$ cat config.mk
export PLATFORM = sky130hd
export DESIGN_NAME = wdc_top
export DESIGN_NICKNAME = d
export VERILOG_FILES = /design/src/include/wdc_pkg.sv /design/src/design/wdc_osc_sync.sv /design/src/design/wdc_counter.sv /design/src/design/wdc_top.sv
export VERILOG_INCLUDE_DIRS = /design/src /design/src/include
export SDC_FILE = /design/constraint.sdc
export NUM_CORES = 1
export LEC_CHECK = 0
export BUFFER_PORTS_ARGS = -buffer_cell sky130_fd_sc_hd__buf_2
export CORE_UTILIZATION = 39
export CTS_CLUSTER_DIAMETER = 200
export DETAILED_ROUTE_END_ITERATION = 7
export PLACE_DENSITY = 0.68
export SLEW_MARGIN = 20
export SYNTH_ARGS = -nofsm -noshare
export SYNTH_HDL_FRONTEND = slang
export SYNTH_SLANG_ARGS = --single-unit
$ cat constraint.sdc
create_clock -name clk -period 3.1 [get_ports clk]
set_input_delay 0.62 -clock clk [delete_from_list [all_inputs] [get_ports clk]]
set_output_delay 0.62 -clock clk [all_outputs]
set_load 0.01 [all_outputs]
$ cat src/include/wdc_defines.svh
// Register map, field positions, reset values and timing counts.
`ifndef WDC_DEFINES_SVH
`define WDC_DEFINES_SVH

// ****************************************************************
// Register map
// ****************************************************************
`define WDC_ADDR_W 8
`define WDC_CTRL_ADDR 8'h00
`define WDC_CAUSE_ADDR 8'h01
`define WDC_CTRL_RST 8'h00
`define WDC_CAUSE_BIT 3

// ****************************************************************
// Timing
// ****************************************************************
`define WDC_CHANGE_CYCLES 3'h4
`define WDC_CNT_W 20
`define WDC_BASE_TICKS 21'h000800
`define WDC_SEL_MAX 4'h9

`endif

$ cat src/include/wdc_pkg.sv
// Types shared by the watchdog control block.
package wdc_pkg;

  // Mode from {reset enable, interrupt enable}, Gray along the path
  typedef enum logic [1:0] {
    WDC_STOPPED = 2'h0,
    WDC_INTR = 2'h1,
    WDC_COMB = 2'h3,
    WDC_RESET = 2'h2
  } wdc_mode_e;

  // Control register layout, bit 7 first
  typedef struct packed {
    logic flag;
    logic irq_en;
    logic sel_hi;
    logic unlock;
    logic rst_en;
    logic [2:0] sel_lo;
  } wdc_ctrl_s;

endpackage

$ cat src/design/wdc_osc_sync.sv
// Synchroniser and edge detector for the watchdog oscillator pin.
`timescale 1ns/1ps
`include "wdc_defines.svh"

module wdc_osc_sync (
  // Clock and reset
  input wire logic clk,
  input wire logic sys_rst,
  // Oscillator pin and tick out
  input wire logic osc_pin,
  output logic osc_tick
);

  logic s1;
  logic s2;
  logic s3;
  logic lvl;
  logic agree;

  // Three stages; only the second reads the first
  always_ff @(posedge clk or posedge sys_rst) begin
    if (sys_rst) begin
      s1 <= 1'b0;
      s2 <= 1'b0;
      s3 <= 1'b0;
    end else begin
      s1 <= osc_pin;
      s2 <= s1;
      s3 <= s2;
    end
  end

  // A change counts once stages two and three agree
  assign agree = (s2 == s3);

  // Accepted level, tick on each accepted rising edge
  always_ff @(posedge clk or posedge sys_rst) begin
    if (sys_rst) begin
      lvl <= 1'b0;
      osc_tick <= 1'b0;
    end else begin
      lvl <= agree ? s3 : lvl;
      osc_tick <= agree & s3 & ~lvl;
    end
  end

endmodule

$ cat src/design/wdc_counter.sv
// Time-out counter running on oscillator ticks.
`timescale 1ns/1ps
`include "wdc_defines.svh"

module wdc_counter (
  // Clock and reset
  input wire logic clk,
  input wire logic sys_rst,
  // Control
  input wire logic tick,
  input wire logic run,
  input wire logic restart,
  input wire logic [3:0] sel,
  // Event out
  output logic timeout
);

  logic [`WDC_CNT_W-1:0] cnt;
  logic [3:0] sel_c;
  logic [20:0] span;
  logic [`WDC_CNT_W-1:0] last;
  logic at_end;

  // Reserved codes act as the longest period
  assign sel_c = (sel > `WDC_SEL_MAX) ? `WDC_SEL_MAX : sel;
  assign span = `WDC_BASE_TICKS << sel_c;
  assign last = 20'(span - 21'h000001);
  assign at_end = (cnt == last);

  // Count ticks; restart or stop returns to zero
  always_ff @(posedge clk or posedge sys_rst) begin
    if (sys_rst) begin
      cnt <= '0;
      timeout <= 1'b0;
    end else begin
      timeout <= run & tick & at_end & ~restart;
      if (restart | ~run) begin
        cnt <= '0;
      end else if (tick) begin
        cnt <= at_end ? '0 : cnt + 20'h00001;
      end
    end
  end
endmodule

$ cat src/design/wdc_top.sv
// Watchdog control: register, modes, timed unlock, reset cause.
//
// Decided for this implementation: the address map and the strobed register port.
`timescale 1ns/1ps
`include "wdc_defines.svh"

// Overview of operation
// - Time-out in interrupt configuration sets flag
// - Vectoring to handler clears the flag
// - Writing one clears flag, zero ignored
// - Request needs flag, enable and global enable
// - Interrupt enable alone gives interrupt-only mode
// - Combined mode: first time-out interrupts only
// - Combined vector clears enable and flag
// - Unserviced flag at next time-out resets
// - Clock monitor forces reset mode, no interrupt; here only while any enable, fuse or cause flag is set
// - Clear reset enable or select needs unlock
// - Unlock bit self-clears after four clocks
// - Reset-cause flag holds reset enable set
// - Select code picks 2048 doubling ticks
// - Unlock write then change within four clocks
// - Always-on fuse forces reset-only mode
// - Watchdog reset sets cause flag; zero clears
// - Counter runs on separate oscillator ticks

module wdc_top (
  // Clock and reset
  input wire logic clk,
  input wire logic sys_rst,
  // Register port
  input wire logic [`WDC_ADDR_W-1:0] reg_addr,
  input wire logic [7:0] reg_wdata,
  input wire logic reg_we,
  input wire logic reg_re,
  output logic [7:0] reg_rdata,
  // Processor side
  input wire logic gie,
  input wire logic vector_ack,
  input wire logic wdr_restart,
  // Configuration levels
  input wire logic always_on_fuse,
  input wire logic clock_monitor,
  // Oscillator pin
  input wire logic wdt_osc,
  // Outputs
  output logic irq_req,
  output logic wdt_sys_reset
);

  // ****************************************************************
  // State
  // ****************************************************************
  logic timeout_flag;
  logic timeout_irq_enable;
  logic system_reset_enable;
  logic change_unlock;
  logic [3:0] timeout_select;
  logic [2:0] unlock_cnt;
  logic watchdog_reset_cause_flag;

  wdc_pkg::wdc_ctrl_s wr_f;
  wdc_pkg::wdc_ctrl_s rd_f;
  wdc_pkg::wdc_mode_e mode;
  logic ctrl_wr;
  logic cause_wr;
  logic any_en;
  logic eff_wde;
  logic eff_timeout_irq_enable;
  logic osc_tick;
  logic timeout;
  logic set_flag;
  logic clr_flag;
  logic fire_rst;
  logic comb_ack;
  logic wde_write;
  logic [7:0] rd_mux;

  // ****************************************************************
  // Decode
  // ****************************************************************

  // Address decode; writes land as a struct
  assign wr_f = reg_wdata;
  assign ctrl_wr = reg_we & (reg_addr == `WDC_CTRL_ADDR);
  assign cause_wr = reg_we & (reg_addr == `WDC_CAUSE_ADDR);

  // Effective enables; fuse and monitor override the stored bits
  assign any_en = always_on_fuse | system_reset_enable |
                  watchdog_reset_cause_flag | timeout_irq_enable;
  assign eff_wde = system_reset_enable | watchdog_reset_cause_flag |
                   always_on_fuse |
                   (clock_monitor & any_en);
  assign eff_timeout_irq_enable = timeout_irq_enable & ~always_on_fuse &
                    ~clock_monitor;
  assign mode = wdc_pkg::wdc_mode_e'({eff_wde, eff_timeout_irq_enable});

  // Time-out actions per mode
  assign set_flag = timeout & ((mode == wdc_pkg::WDC_INTR) |
                    ((mode == wdc_pkg::WDC_COMB) & ~timeout_flag));
  assign fire_rst = timeout & ((mode == wdc_pkg::WDC_RESET) |
                    ((mode == wdc_pkg::WDC_COMB) & timeout_flag));
  assign comb_ack = vector_ack & (mode == wdc_pkg::WDC_COMB);
  assign clr_flag = vector_ack | (ctrl_wr & wr_f.flag);

  // Ones always set the enable; a zero needs the open window
  assign wde_write = ctrl_wr & (wr_f.rst_en |
                     (change_unlock & ~watchdog_reset_cause_flag));

  // Request is a level while all three conditions hold
  assign irq_req = timeout_flag & eff_timeout_irq_enable & gie;

  // ****************************************************************
  // Submodules
  // ****************************************************************
  wdc_osc_sync u_sync (
    .clk(clk),
    .sys_rst(sys_rst),
    .osc_pin(wdt_osc),
    .osc_tick(osc_tick)
  );

  // A fired reset starts the next period from zero
  wdc_counter u_cnt (
    .clk(clk),
    .sys_rst(sys_rst),
    .tick(osc_tick),
    .run(mode != wdc_pkg::WDC_STOPPED),
    .restart(wdr_restart | fire_rst),
    .sel(timeout_select),
    .timeout(timeout)
  );

  // ****************************************************************
  // Control register
  // ****************************************************************

  // Flag: a time-out in the clearing cycle wins
  always_ff @(posedge clk or posedge sys_rst) begin
    if (sys_rst) begin
      timeout_flag <= 1'b0;
    end else if (set_flag) begin
      timeout_flag <= 1'b1;
    end else if (clr_flag) begin
      timeout_flag <= 1'b0;
    end
  end

  // Interrupt enable: a software write wins over the fall-back
  always_ff @(posedge clk or posedge sys_rst) begin
    if (sys_rst) begin
      timeout_irq_enable <= 1'b0;
    end else if (ctrl_wr) begin
      timeout_irq_enable <= wr_f.irq_en;
    end else if (comb_ack) begin
      timeout_irq_enable <= 1'b0;
    end
  end

  // Reset enable and select; select only moves in the window
  always_ff @(posedge clk or posedge sys_rst) begin
    if (sys_rst) begin
      system_reset_enable <= 1'b0;
      timeout_select <= 4'h0;
    end else begin
      if (wde_write) begin
        system_reset_enable <= wr_f.rst_en;
      end
      if (ctrl_wr & change_unlock) begin
        timeout_select <= {wr_f.sel_hi, wr_f.sel_lo};
      end
    end
  end

  // Unlock window: four clocks, also closed by writing zero
  always_ff @(posedge clk or posedge sys_rst) begin
    if (sys_rst) begin
      change_unlock <= 1'b0;
      unlock_cnt <= 3'h0;
    end else if (ctrl_wr) begin
      change_unlock <= wr_f.unlock;
      unlock_cnt <= `WDC_CHANGE_CYCLES - 3'h1;
    end else if (unlock_cnt == 3'h0) begin
      change_unlock <= 1'b0;
    end else begin
      unlock_cnt <= unlock_cnt - 3'h1;
    end
  end

  // ****************************************************************
  // Reset cause and system reset
  // ****************************************************************

  // Cause flag set by a fired reset; sys_rst clears it like the rest
  always_ff @(posedge clk or posedge sys_rst) begin
    if (sys_rst) begin
      watchdog_reset_cause_flag <= 1'b0;
      wdt_sys_reset <= 1'b0;
    end else begin
      wdt_sys_reset <= fire_rst;
      if (fire_rst) begin
        watchdog_reset_cause_flag <= 1'b1;
      end else if (cause_wr & ~reg_wdata[`WDC_CAUSE_BIT]) begin
        watchdog_reset_cause_flag <= 1'b0;
      end
    end
  end

  // ****************************************************************
  // Read back
  // ****************************************************************

  // Enables read as they act, not as stored
  assign rd_f = '{flag: timeout_flag, irq_en: eff_timeout_irq_enable,
                  sel_hi: timeout_select[3], unlock: change_unlock,
                  rst_en: eff_wde, sel_lo: timeout_select[2:0]};
  assign rd_mux = (reg_addr == `WDC_CTRL_ADDR) ? rd_f :
                  (reg_addr == `WDC_CAUSE_ADDR) ?
                  8'(watchdog_reset_cause_flag) << `WDC_CAUSE_BIT :
                  8'h00;

  // Data stand only in the cycle after the read strobe
  always_ff @(posedge clk or posedge sys_rst) begin
    if (sys_rst) begin
      reg_rdata <= 8'h00;
    end else begin
      reg_rdata <= reg_re ? rd_mux : 8'h00;
    end
  end
endmodule

# Word level (Yosys, flattened, before mapping)
# Index checks and enable logic that the tools add are counted.
# totals
ff_bits	47
in_bits	26
out_inout_bits	10
elab_cells	95
# op_classes
addsub	3
magnitude_cmp	1
eq_ne	7
shift	1
n_mux	17
n_bitwise	42
reduce_logical	8
# op_table
operator	n
2-to-1 mux 20 bit	3
bitwise AND 1 bit	22
adder 20 x 1 -> 20 bit (second input constant)	1
equality test 20 bit	1
left shift 12 x 4 -> 20 bit (first input constant)	1
subtractor 20 x 1 -> 20 bit (second input constant)	1
2-to-1 mux 8 bit	2
bitwise OR 1 bit	12
nonzero test 2 bit	6
equality test 8 x 1 -> 1 bit (second input constant)	1
zero test 8 bit	1
2-to-1 mux 1 bit	8
2-to-1 mux 4 bit	2
NOT 1 bit	8
2-to-1 mux 3 bit	2
equality test 2 bit (second input constant)	2
> comparator 4 bit (second input constant)	1
zero test 3 bit	1
subtractor 3 x 1 -> 3 bit (second input constant)	1
equality test 2 x 1 -> 1 bit (second input constant)	1
!= test 2 bit (second input constant)	1
equality test 1 bit	1

# Longest topological paths before layout
# Gate-level depths: netlist of the first run.
# logic_depth
depth_word	12
depth_mapped	12
depth_no_buf	10

# Cells and area by module
# Synthesis of the first run repeated with hierarchy kept, for this count alone.
# unflattened
hier_cells	271
area_unflattened_um2	2682.6
# by_module_without_submodules
mod	n_inst	cells_each	area_each_um2	seq_area_each_um2
wdc_counter	1	177	1535.2	525.5
wdc_top	1	85	984.7	525.5
wdc_osc_sync	1	9	162.7	125.1

# Worst setup path after synthesis of the first run
# Ideal clock, no wire load.
# synth_timing
path_kind	register to register
from	register timeout_select[2]
to	register u_cnt.cnt[8]
setup_time_ns	0.124
arrival_time_ns	2.556
t_required_ns	2.976
setup_slack_ns	0.420
path_stages_with_launch	12
n_path_buf	1
period_less_slack_ns	2.680
path_cell_list	dfrtp_1 buf_4 nor2_1 nand3_1 ha_1 xor2_1 xnor2_1 o21ai_1 a2111oi_4 a31oi_4 and3_1 a211o_1
# synth_between
elab_chain_cells	8
# synth_lines
item	line_no	rtl
start: declaration	wdc_top.sv:57	logic [3:0] timeout_select;
start signal: assignment	wdc_top.sv:169	timeout_select <= {wr_f.sel_hi, wr_f.sel_lo};
> comparator 4 bit (no source line)	-	
2-to-1 mux 4 bit (*)	wdc_counter.sv:25	assign sel_c = (sel > `WDC_SEL_MAX) ? `WDC_SEL_MAX : sel;
left shift 12 x 4 -> 20 bit (no source line) (*)	-	
subtractor 20 x 1 -> 20 bit (*)	wdc_counter.sv:27	assign last = 20'(span - 21'h000001);
equality test 20 bit (*)	wdc_counter.sv:28	assign at_end = (cnt == last);
2-to-1 mux 20 bit (*)	wdc_counter.sv:40	cnt <= at_end ? '0 : cnt + 20'h00001;
2-to-1 mux 20 bit (*)	wdc_counter.sv:39	end else if (tick) begin
2-to-1 mux 20 bit (*)	wdc_counter.sv:37	if (restart | ~run) begin
end signal: assignment	wdc_counter.sv:40	
end: declaration	wdc_counter.sv:18	logic [`WDC_CNT_W-1:0] cnt;
# Mark *: on every way between the ends. The rest lies on a longest branch, timed or not. The select of a mux whose other input is x is not followed.
# A chain may end at the register's enable or synchronous reset.

# Worst setup path after layout of the first run
# layout_timing
from	register timeout_select[0]
to	register u_cnt.cnt[8]
# The elaborated chain is that of the path after synthesis.

==> results of run 1 <==
-- final cells by class --
type / count / area (um^2)
repair buffers: 41 / 220
clock buffers: 6 / 82.6
multi-input cells: 202 / 1290
inverters: 12 / 46.3
well taps: 77 / 96.3
clock inverters: 2 / 35.0
fillers: 592 / 3440
flip-flops and latches: 47 / 1180
-- through the flow --
step	instance area, um^2	util [%]	hold WS, ps	setup slack (ps)
2_1_floorplan	2590	-	331	420
6_report	2950	46.2	356	228
3_3_place_gp	2830	44.3	335	306
4_1_cts	2950	46.2	360	236
3_5_place_dp	2830	44.3	340	247
5_1_grt	2950	46.2	373	35.6
-- synthesized netlist by cell type (2+ instances only) --
cell type   n  area [um^2]
a2111oi_4   2         55.1
a21oi_1    10         50.1
a221o_1     3         30.0
a22o_1      3         26.3
a31oi_1     3         18.8
and2_1      4         25.0
and3_1     10         62.6
buf_2       6         30.0
buf_4       3         22.5
clkbuf_1    4         15.0
dfrtp_1    47         1180
ha_1        5         62.6
inv_1      11         41.3
mux2_2      6         67.6
mux2i_1     2         20.0
nand2_1    33          124
nand2b_1    4         25.0
nand3_1    23          115
nor2_1     25         93.8
nor2b_1     2         12.5
nor3_1      8         40.0
nor3b_1     2         15.0
o21a_1      2         15.0
o21ai_0    13         65.1
o21ai_1     3         15.0
o31ai_1     2         15.0
or3_1       4         25.0
xnor2_1     3         26.3
xor2_1      4         35.0
-- path summary, 6_finish.rpt --
check / start / cells after the start / slack (ps) / endpoint
max: timeout_select[0]$_DFFE_PP0P_ / 10 / 230 / u_cnt.cnt[8]$_DFFE_PP0P_
min: u_sync.s1$_DFF_PP0_ / 0 / 360 / u_sync.s2$_DFF_PP0_
max reg2reg: timeout_select[0]$_DFFE_PP0P_ / 10 / 230 / u_cnt.cnt[8]$_DFFE_PP0P_
min reg2reg: u_sync.s1$_DFF_PP0_ / 0 / 360 / u_sync.s2$_DFF_PP0_
max in group asynchronous: sys_rst / 2 / 2190 / reg_rdata[7]$_DFF_PP0_
min in group asynchronous: sys_rst / 2 / 430 / wdt_sys_reset$_DFF_PP0_
-- cell usage in the layout (no fill, tap or decap), types with 2 or more instances in the layout --
cell,instances
a2111oi_4,2
a21oi_1,10
a221o_1,3
a22o_1,3
a31oi_1,3
and2_1,4
and3_1,10
buf_2,35
buf_4,6
clkbuf_8,6
clkinv_2,2
dfrtp_1,47
ha_1,5
inv_1,10
mux2_2,6
mux2i_1,2
nand2_1,33
nand2b_1,4
nand3_1,23
nor2_1,25
nor2b_1,2
nor3_1,8
nor3b_1,2
o21a_1,2
o21ai_0,13
o21ai_1,3
o31ai_1,2
or3_1,4
xnor2_1,3
xor2_1,4
-- power by group through the flow --
stage / Combinational (W) / Clock (W) / Sequential (W)
after global placement: 0.000168 / 0 / 0.000670
final: 0.000178 / 0.000465 / 0.000660
after CTS: 0.000184 / 0.000479 / 0.000660
after detailed placement: 0.000182 / 0 / 0.000672
after floorplan: 0.000130 / 0 / 0.000668
after global routing: 0.000208 / 0.000506 / 0.000663
-- logic make-up (layout without fill, tap and decap cells) --
kind of cell	after synthesis	after routing	synth area share (%)
buffers and inverters	26	61	4.79
flip-flops	47	47	45.5
AND/OR/NAND/NOR	127	127	25.3
AO/OA/AOI/OAI	55	55	16.3
XOR/XNOR	7	7	2.37
adder cells (fa/ha/maj)	5	5	2.42
multiplexers	8	8	3.38
-- state kept, by name, summed over array words and instances (netlist names), 3 cells and up --
name / count
reg_rdata: 8
timeout_select: 4
u_cnt.cnt: 20
unlock_cnt: 3
-- layer usage --
layer / track usage, % / vias up
met1: 20.2 / 960
met2: 27.6 / 32
met3: 4.15 / 5
met5: 0 / -
met4: 4.93 / 0
li1: - / 1043
==> summary.md, run 1 <==
| Metric | Value |
|---|---|
| Outcome | finished, final reports clean |
| Maximum net fanout on the critical path | 27 |
| WL/cell | roughly 13 um |
| Relative slew slack | a little under half |
| Flops & latches, synth | 47 |
| Setup Viol. Count Final | 0 |
| Number of synthesized flops with an enable pin | 0 |
| Switch share | about 24% |
| Mapped Cells | around 280 |
| Skew final | 4.33 ps |
| Max Used Layer | met4 |
| Final nets | between 300 and 400 |
| Vias per cell | about 5.3 |
| RSZ-0062 raised after global routing | no |
| Flop pwr share | approximately half |
| Final WL | slightly above 5000 um |
| Row count | 29 |
| Vias | a little over 2,000 |
| Die X | ~83 um |
| Maxcap violations | 0 |
| I/O Pins | 36 |
| FMAX | about 350 MHz |
| Drt pass-1 iters | 4 |
| Placer congestion estimate | 0.855 |
| Post-CTS setup repair buffer count | 0 |
| Drt first-iter violations | 140 |
| Worst path cell trace | nor2_1, nand2_1, ha_1, xor2_1, xnor2_1, o21ai_1, a2111oi_4, a31oi_4, and3_1, a211o_1 |
| Hold crit path type | register to register |
| Layout Cells excl Fill | between 300 and 400 |
| Cell area after technology mapping | between 2000 and 3000 um^2 |
| Wire length on met1 | 2370 um |
| First-pass GRT wire length | 9110 um |
| Number of clock sinks | 47 |
| Critical path launch point type | register |
| Yosys warns | 0 |
| Power per cell area | roughly 440 nW/um^2 |
| Syn_area_per_cell | ~9.4 um^2 |
| Logic gate share of total power | between 10% and 20% |
| Fin. Hold Viols | 0 |
| CTS resizes | 0 |
| Reg clk slew, reported paths | approximately 90 ps |
| Initial antenna violation count | 0 |
| Final min period | roughly 2900 ps |
| CP required | 3290 ps |
| Post-synth top flop | dfrtp_1 |
| Largest net degree at the start of global routing | 48 |
| Crit path largest cell delay | around 500 ps |
| CP bufs+invs | 0 |
| Peak supply drop | roughly 0.37 mV |
| Deepest clock path buffer count | 2 |
| Pins Over Slew Limit | 0 |
| Core ar. | around 6400 um^2 |
| Antenna Cells | 0 |
| DR DRC count | 0 |
| Int Pwr | about 0.001 W |
| Worst Path Class, Setup | register to register |
| Share of cells above drive strength 1 | 22.6% |
| Period utilization | approximately 93% |
| Initial Utilization | 40.5% |
| DP HPWL | between 3000 and 4000 um |
| Syn nets | 306 |
| DIE AREA | 6960 um^2 |
| Seq/Total Area, Yosys | 45.5% |
| Async set-reset flop share out of synthesis | 100% |
| Arrival @ worst endpoint | slightly above 3000 ps |
| CP max-delay cell | dfrtp_1 |
| ANT nets after route | 0 |
| Worst skew pair latency | around 300 ps |
| CTS Hold Bufs | 0 |
| Synth-to-layout area growth | 14.0% |
| Grt total ovfl | 0 |
| Met3 Wirelength | between 150 and 200 um |
| Power, Total | roughly 0.0013 W |
| Clk pwr share | between 30% and 40% |
| Placed Cells | around 380 |
| Net switching power | 0.000319 W |
| Leak | 1.39 nW |
| DR WL met2 | between 2000 and 2500 um |
| Clock root cell | clkbuf_8 |
| Port Buf Inserts | 35 |
| Die Y | around 83 um |
| # H-tree levels | 2 |
| Slew of the pin with the lowest slew margin | approximately 790 ps |
| CTS tree | yes |
| Num CTS Buffers | 5 |
| Yosys cell types | 57 |
| Crit path capture type | register |
| Largest delay share family, worst path | compound AO/OA/AOI/OAI gates |
| GR Util All Layers | 16.2% |
| Vias in the first global route | between 2,000 and 2,500 |
| Post-route setup TNS | 0 ps |
Power figures use the tool's default switching activity.
==> inputs of run 2 (changes only) <==
--- a/config.mk
+++ b/config.mk
@@ -6,11 +6,12 @@
 export SDC_FILE = /design/constraint.sdc
 export NUM_CORES = 1
 export LEC_CHECK = 0
+export ABC_AREA = 1
 export BUFFER_PORTS_ARGS = -buffer_cell sky130_fd_sc_hd__buf_2
 export CORE_UTILIZATION = 39
 export CTS_CLUSTER_DIAMETER = 200
 export DETAILED_ROUTE_END_ITERATION = 7
-export PLACE_DENSITY = 0.68
+export PLACE_DENSITY = 0.67
 export SLEW_MARGIN = 20
 export SYNTH_ARGS = -nofsm -noshare
 export SYNTH_HDL_FRONTEND = slang
==> summary.md, run 2 <==
| Metric | Value |
|---|---|
| Top-count cell post-synth | nand2_1 |
| Most common cell after layout, fill and taps aside | nand2_1 |
| Outcome | finished, final reports clean |
| Period utilization | 77.7% |
| Seq/Total Area, Yosys | approximately two fifths |
| Setup Viol. Count Final | 0 |
| Relative slew slack | between 40% and 50% |
| Flops & latches, synth | 47 |
| Commonest cells after routing, fill and taps aside | nand2_1 (131), inv_1 (53), dfrtp_1 (47) |
| CTS resizes | 0 |
| ANT nets after route | 0 |
| CP required | 3290 ps |
| Yosys cell types | 31 |
| Slew of the pin with the lowest slew margin | around 790 ps |
| Crit path largest cell delay | 500 ps |
| Row count | 30 |
| Share of cells above drive strength 1 | between 15 and 20% |
| Largest cells by area after synthesis | dfrtp_1 (41%), nand2_1 (17%), inv_1 (7.1%) |
| Deepest clock path buffer count | 2 |
| Crit path capture type | register |
| Largest net degree at the start of global routing | 48 |
| Leak | ~1.6 nW |
| First-pass GRT wire length | roughly 11,000 um |
| Async set-reset flop share out of synthesis | 100% |
| Worst path cell trace | nor2_2, nand3_1, ha_1, nand2_1, nand2_1, nor2_1, o21ai_0, nor2_1, nand2_1, nor2_2, nand3_2, nand3_1, nand2_1 |
| Syn nets | 428 |
| Vias | about 2,500 |
| Vias per cell | ~4.8 |
| Synth area leader | dfrtp_1 |
| Reg with most FFs | u_cnt.cnt |
| Power per cell area | between 300 and 400 nW/um^2 |
| Num CTS Buffers | 5 |
| CTS Hold Bufs | 0 |
| Cell area after technology mapping | 2840 um^2 |
| Syn_area_per_cell | between 7 and 8 um^2 |
| Fillers | between 700 and 800 |
| Post-CTS setup repair buffer count | 0 |
| Number of clock sinks | 47 |
| Skew final | approximately 9.3 ps |
| Most frequent cells after synthesis | nand2_1 (131), inv_1 (54), dfrtp_1 (47) |
| Hold crit path type | register to register |
| Reg clk slew, reported paths | 90 ps |
| Synth-to-layout area growth | 13.3% |
| Fin. Hold Viols | 0 |
| Worst Path Class, Setup | register to register |
| GR Util All Layers | around 18% |
| Drt pass-1 iters | 4 |
| Die X | 87.3 um |
| Mapped Cells | between 300 and 400 |
| Initial antenna violation count | 0 |
| Utilization after layout | 46.6% |
| Final WL | roughly 6200 um |
| CP max-delay cell | dfrtp_1 |
| Max FFs per register | 20 |
| DP HPWL | 4790 um |
| I/O Pins | 36 |
| # H-tree levels | 2 |
| DIE AREA | roughly 7600 um^2 |
| Port Buf Inserts | 35 |
| Arrival @ worst endpoint | between 2000 and 3000 ps |
| Peak supply drop | between 0.2 and 0.3 mV |
| Post-synth top area share | between 40% and 50% |
| Grt total ovfl | 0 |
| Number of synthesized flops with an enable pin | 0 |
| RSZ-0062 raised after global routing | no |
| Drt first-iter violations | around 120 |
| Antenna Cells | 0 |
| Placer congestion estimate | slightly above 0.9 |
| Critical Path Most Common Cell | nand2_1 |
| Yosys warns | 0 |
| Worst skew pair latency | about 300 ps |
| Post-synth top flop | dfrtp_1 |
| FMAX | around 420 MHz |
| Final min period | roughly 2400 ps |
| WL/cell | 11.7 um |
| Vias in the first global route | 2,502 |
| DR DRC count | 0 |
| Critical path launch point type | register |
| Initial Utilization | just over 40% |
| Top Registers | u_cnt.cnt (20), reg_rdata (8), timeout_select (4) |
| Core ar. | slightly below 7000 um^2 |
| CTS tree | yes |
| Maximum net fanout on the critical path | 15 |
| Pins Over Slew Limit | 0 |
| Final nets | between 400 and 500 |
| Clock root cell | clkbuf_8 |
| Power, Total | between 0.001 and 0.0015 W |
| Maxcap violations | 0 |
| Die Y | about 87 um |
| Post-route setup TNS | 0 ps |
[run 2: cell types whose count changed in the layout (fill, tap and decap cells not counted), moves of 4 or more]
cell / before / now
a21oi_1: 10 / 5
mux2_2: 6 / 1
nor2_1: 25 / 38
nand2_1: 33 / 131
nand3_1: 23 / 34
nand2b_1: 4 / 0
and3_1: 10 / 0
inv_1: 10 / 53
nor2_2: 1 / 9
xor2_1: 4 / 16
buf_4: 6 / 2
or3_1: 4 / 0
[run 2: layout make-up]
class / count / area (um^2) / share of cell area, %
clock buffer: 5 / 68.8 / 2.14
inverter: 57 / 215 / 6.69
clock inverter: 2 / 37.5 / 1.17
timing repair buffer: 37 / 190 / 5.91
multi-input combinational: 288 / 1410 / 43.8
tap: 96 / 120 / 3.74
sequential: 47 / 1180 / 36.6
[run 2: worst max-delay path, delay by kind of cell, from the launching register on]
family / cells / cell delay (ps)
fa+ha+maj: 1 / 330
compound gates: 1 / 80
simple gates: 11 / 1400
flops: 1 / 500
[run 2: worst paths after layout]
kind	from	endpoint	slack (ps)	cells after the start
max	timeout_select[3]$_DFFE_PP0P_	u_cnt.cnt[16]$_DFFE_PP0P_	690	13
min	u_sync.s1$_DFF_PP0_	u_sync.s2$_DFF_PP0_	360	0
max reg2reg	timeout_select[3]$_DFFE_PP0P_	u_cnt.cnt[16]$_DFFE_PP0P_	690	13
min reg2reg	u_sync.s1$_DFF_PP0_	u_sync.s2$_DFF_PP0_	360	0
max in group asynchronous	sys_rst	u_cnt.cnt[0]$_DFFE_PP0P_	2190	2
min in group asynchronous	sys_rst	unlock_cnt[2]$_DFFE_PP0P_	430	2
[run 2: metal layers]
| layer | routed length [um] | track usage (%) |
|---|---|---|
| met4 | 75 | 6.41 |
| met3 | 255 | 2.75 |
| met2 | 3060 | 32.2 |
| met5 | 0 | 0 |
| met1 | 2850 | 23.2 |
[run 2: logic make-up after synthesis]
family / synth area share (%)
mux: 0.397
fa+ha+maj: 2.20
buf+inv: 8.99
flops: 41.4
simple gates: 36.9
compound gates: 5.11
xor+xnor: 4.94
[run 2: power breakdown]
part	switching [W]	internal (W)
registers	0.0000115	0.000643
logic	0.0000880	0.0000598
clock network	0.000207	0.000236
total	0.000306	0.000938
[run 2: metrics by stage]
| step | hold slack [ps] | worst slack, ps | instances | area, um^2 |
|---|---|---|---|---|
| after floorplan | 331 | 1020 | 397 | 2840 |
| after detailed placement | 340 | 702 | 525 | 3110 |
| final | 359 | 690 | 532 | 3220 |
| after global placement | 335 | 805 | 525 | 3110 |
| after CTS | 362 | 687 | 532 | 3210 |
| after global routing | 365 | 338 | 532 | 3220 |
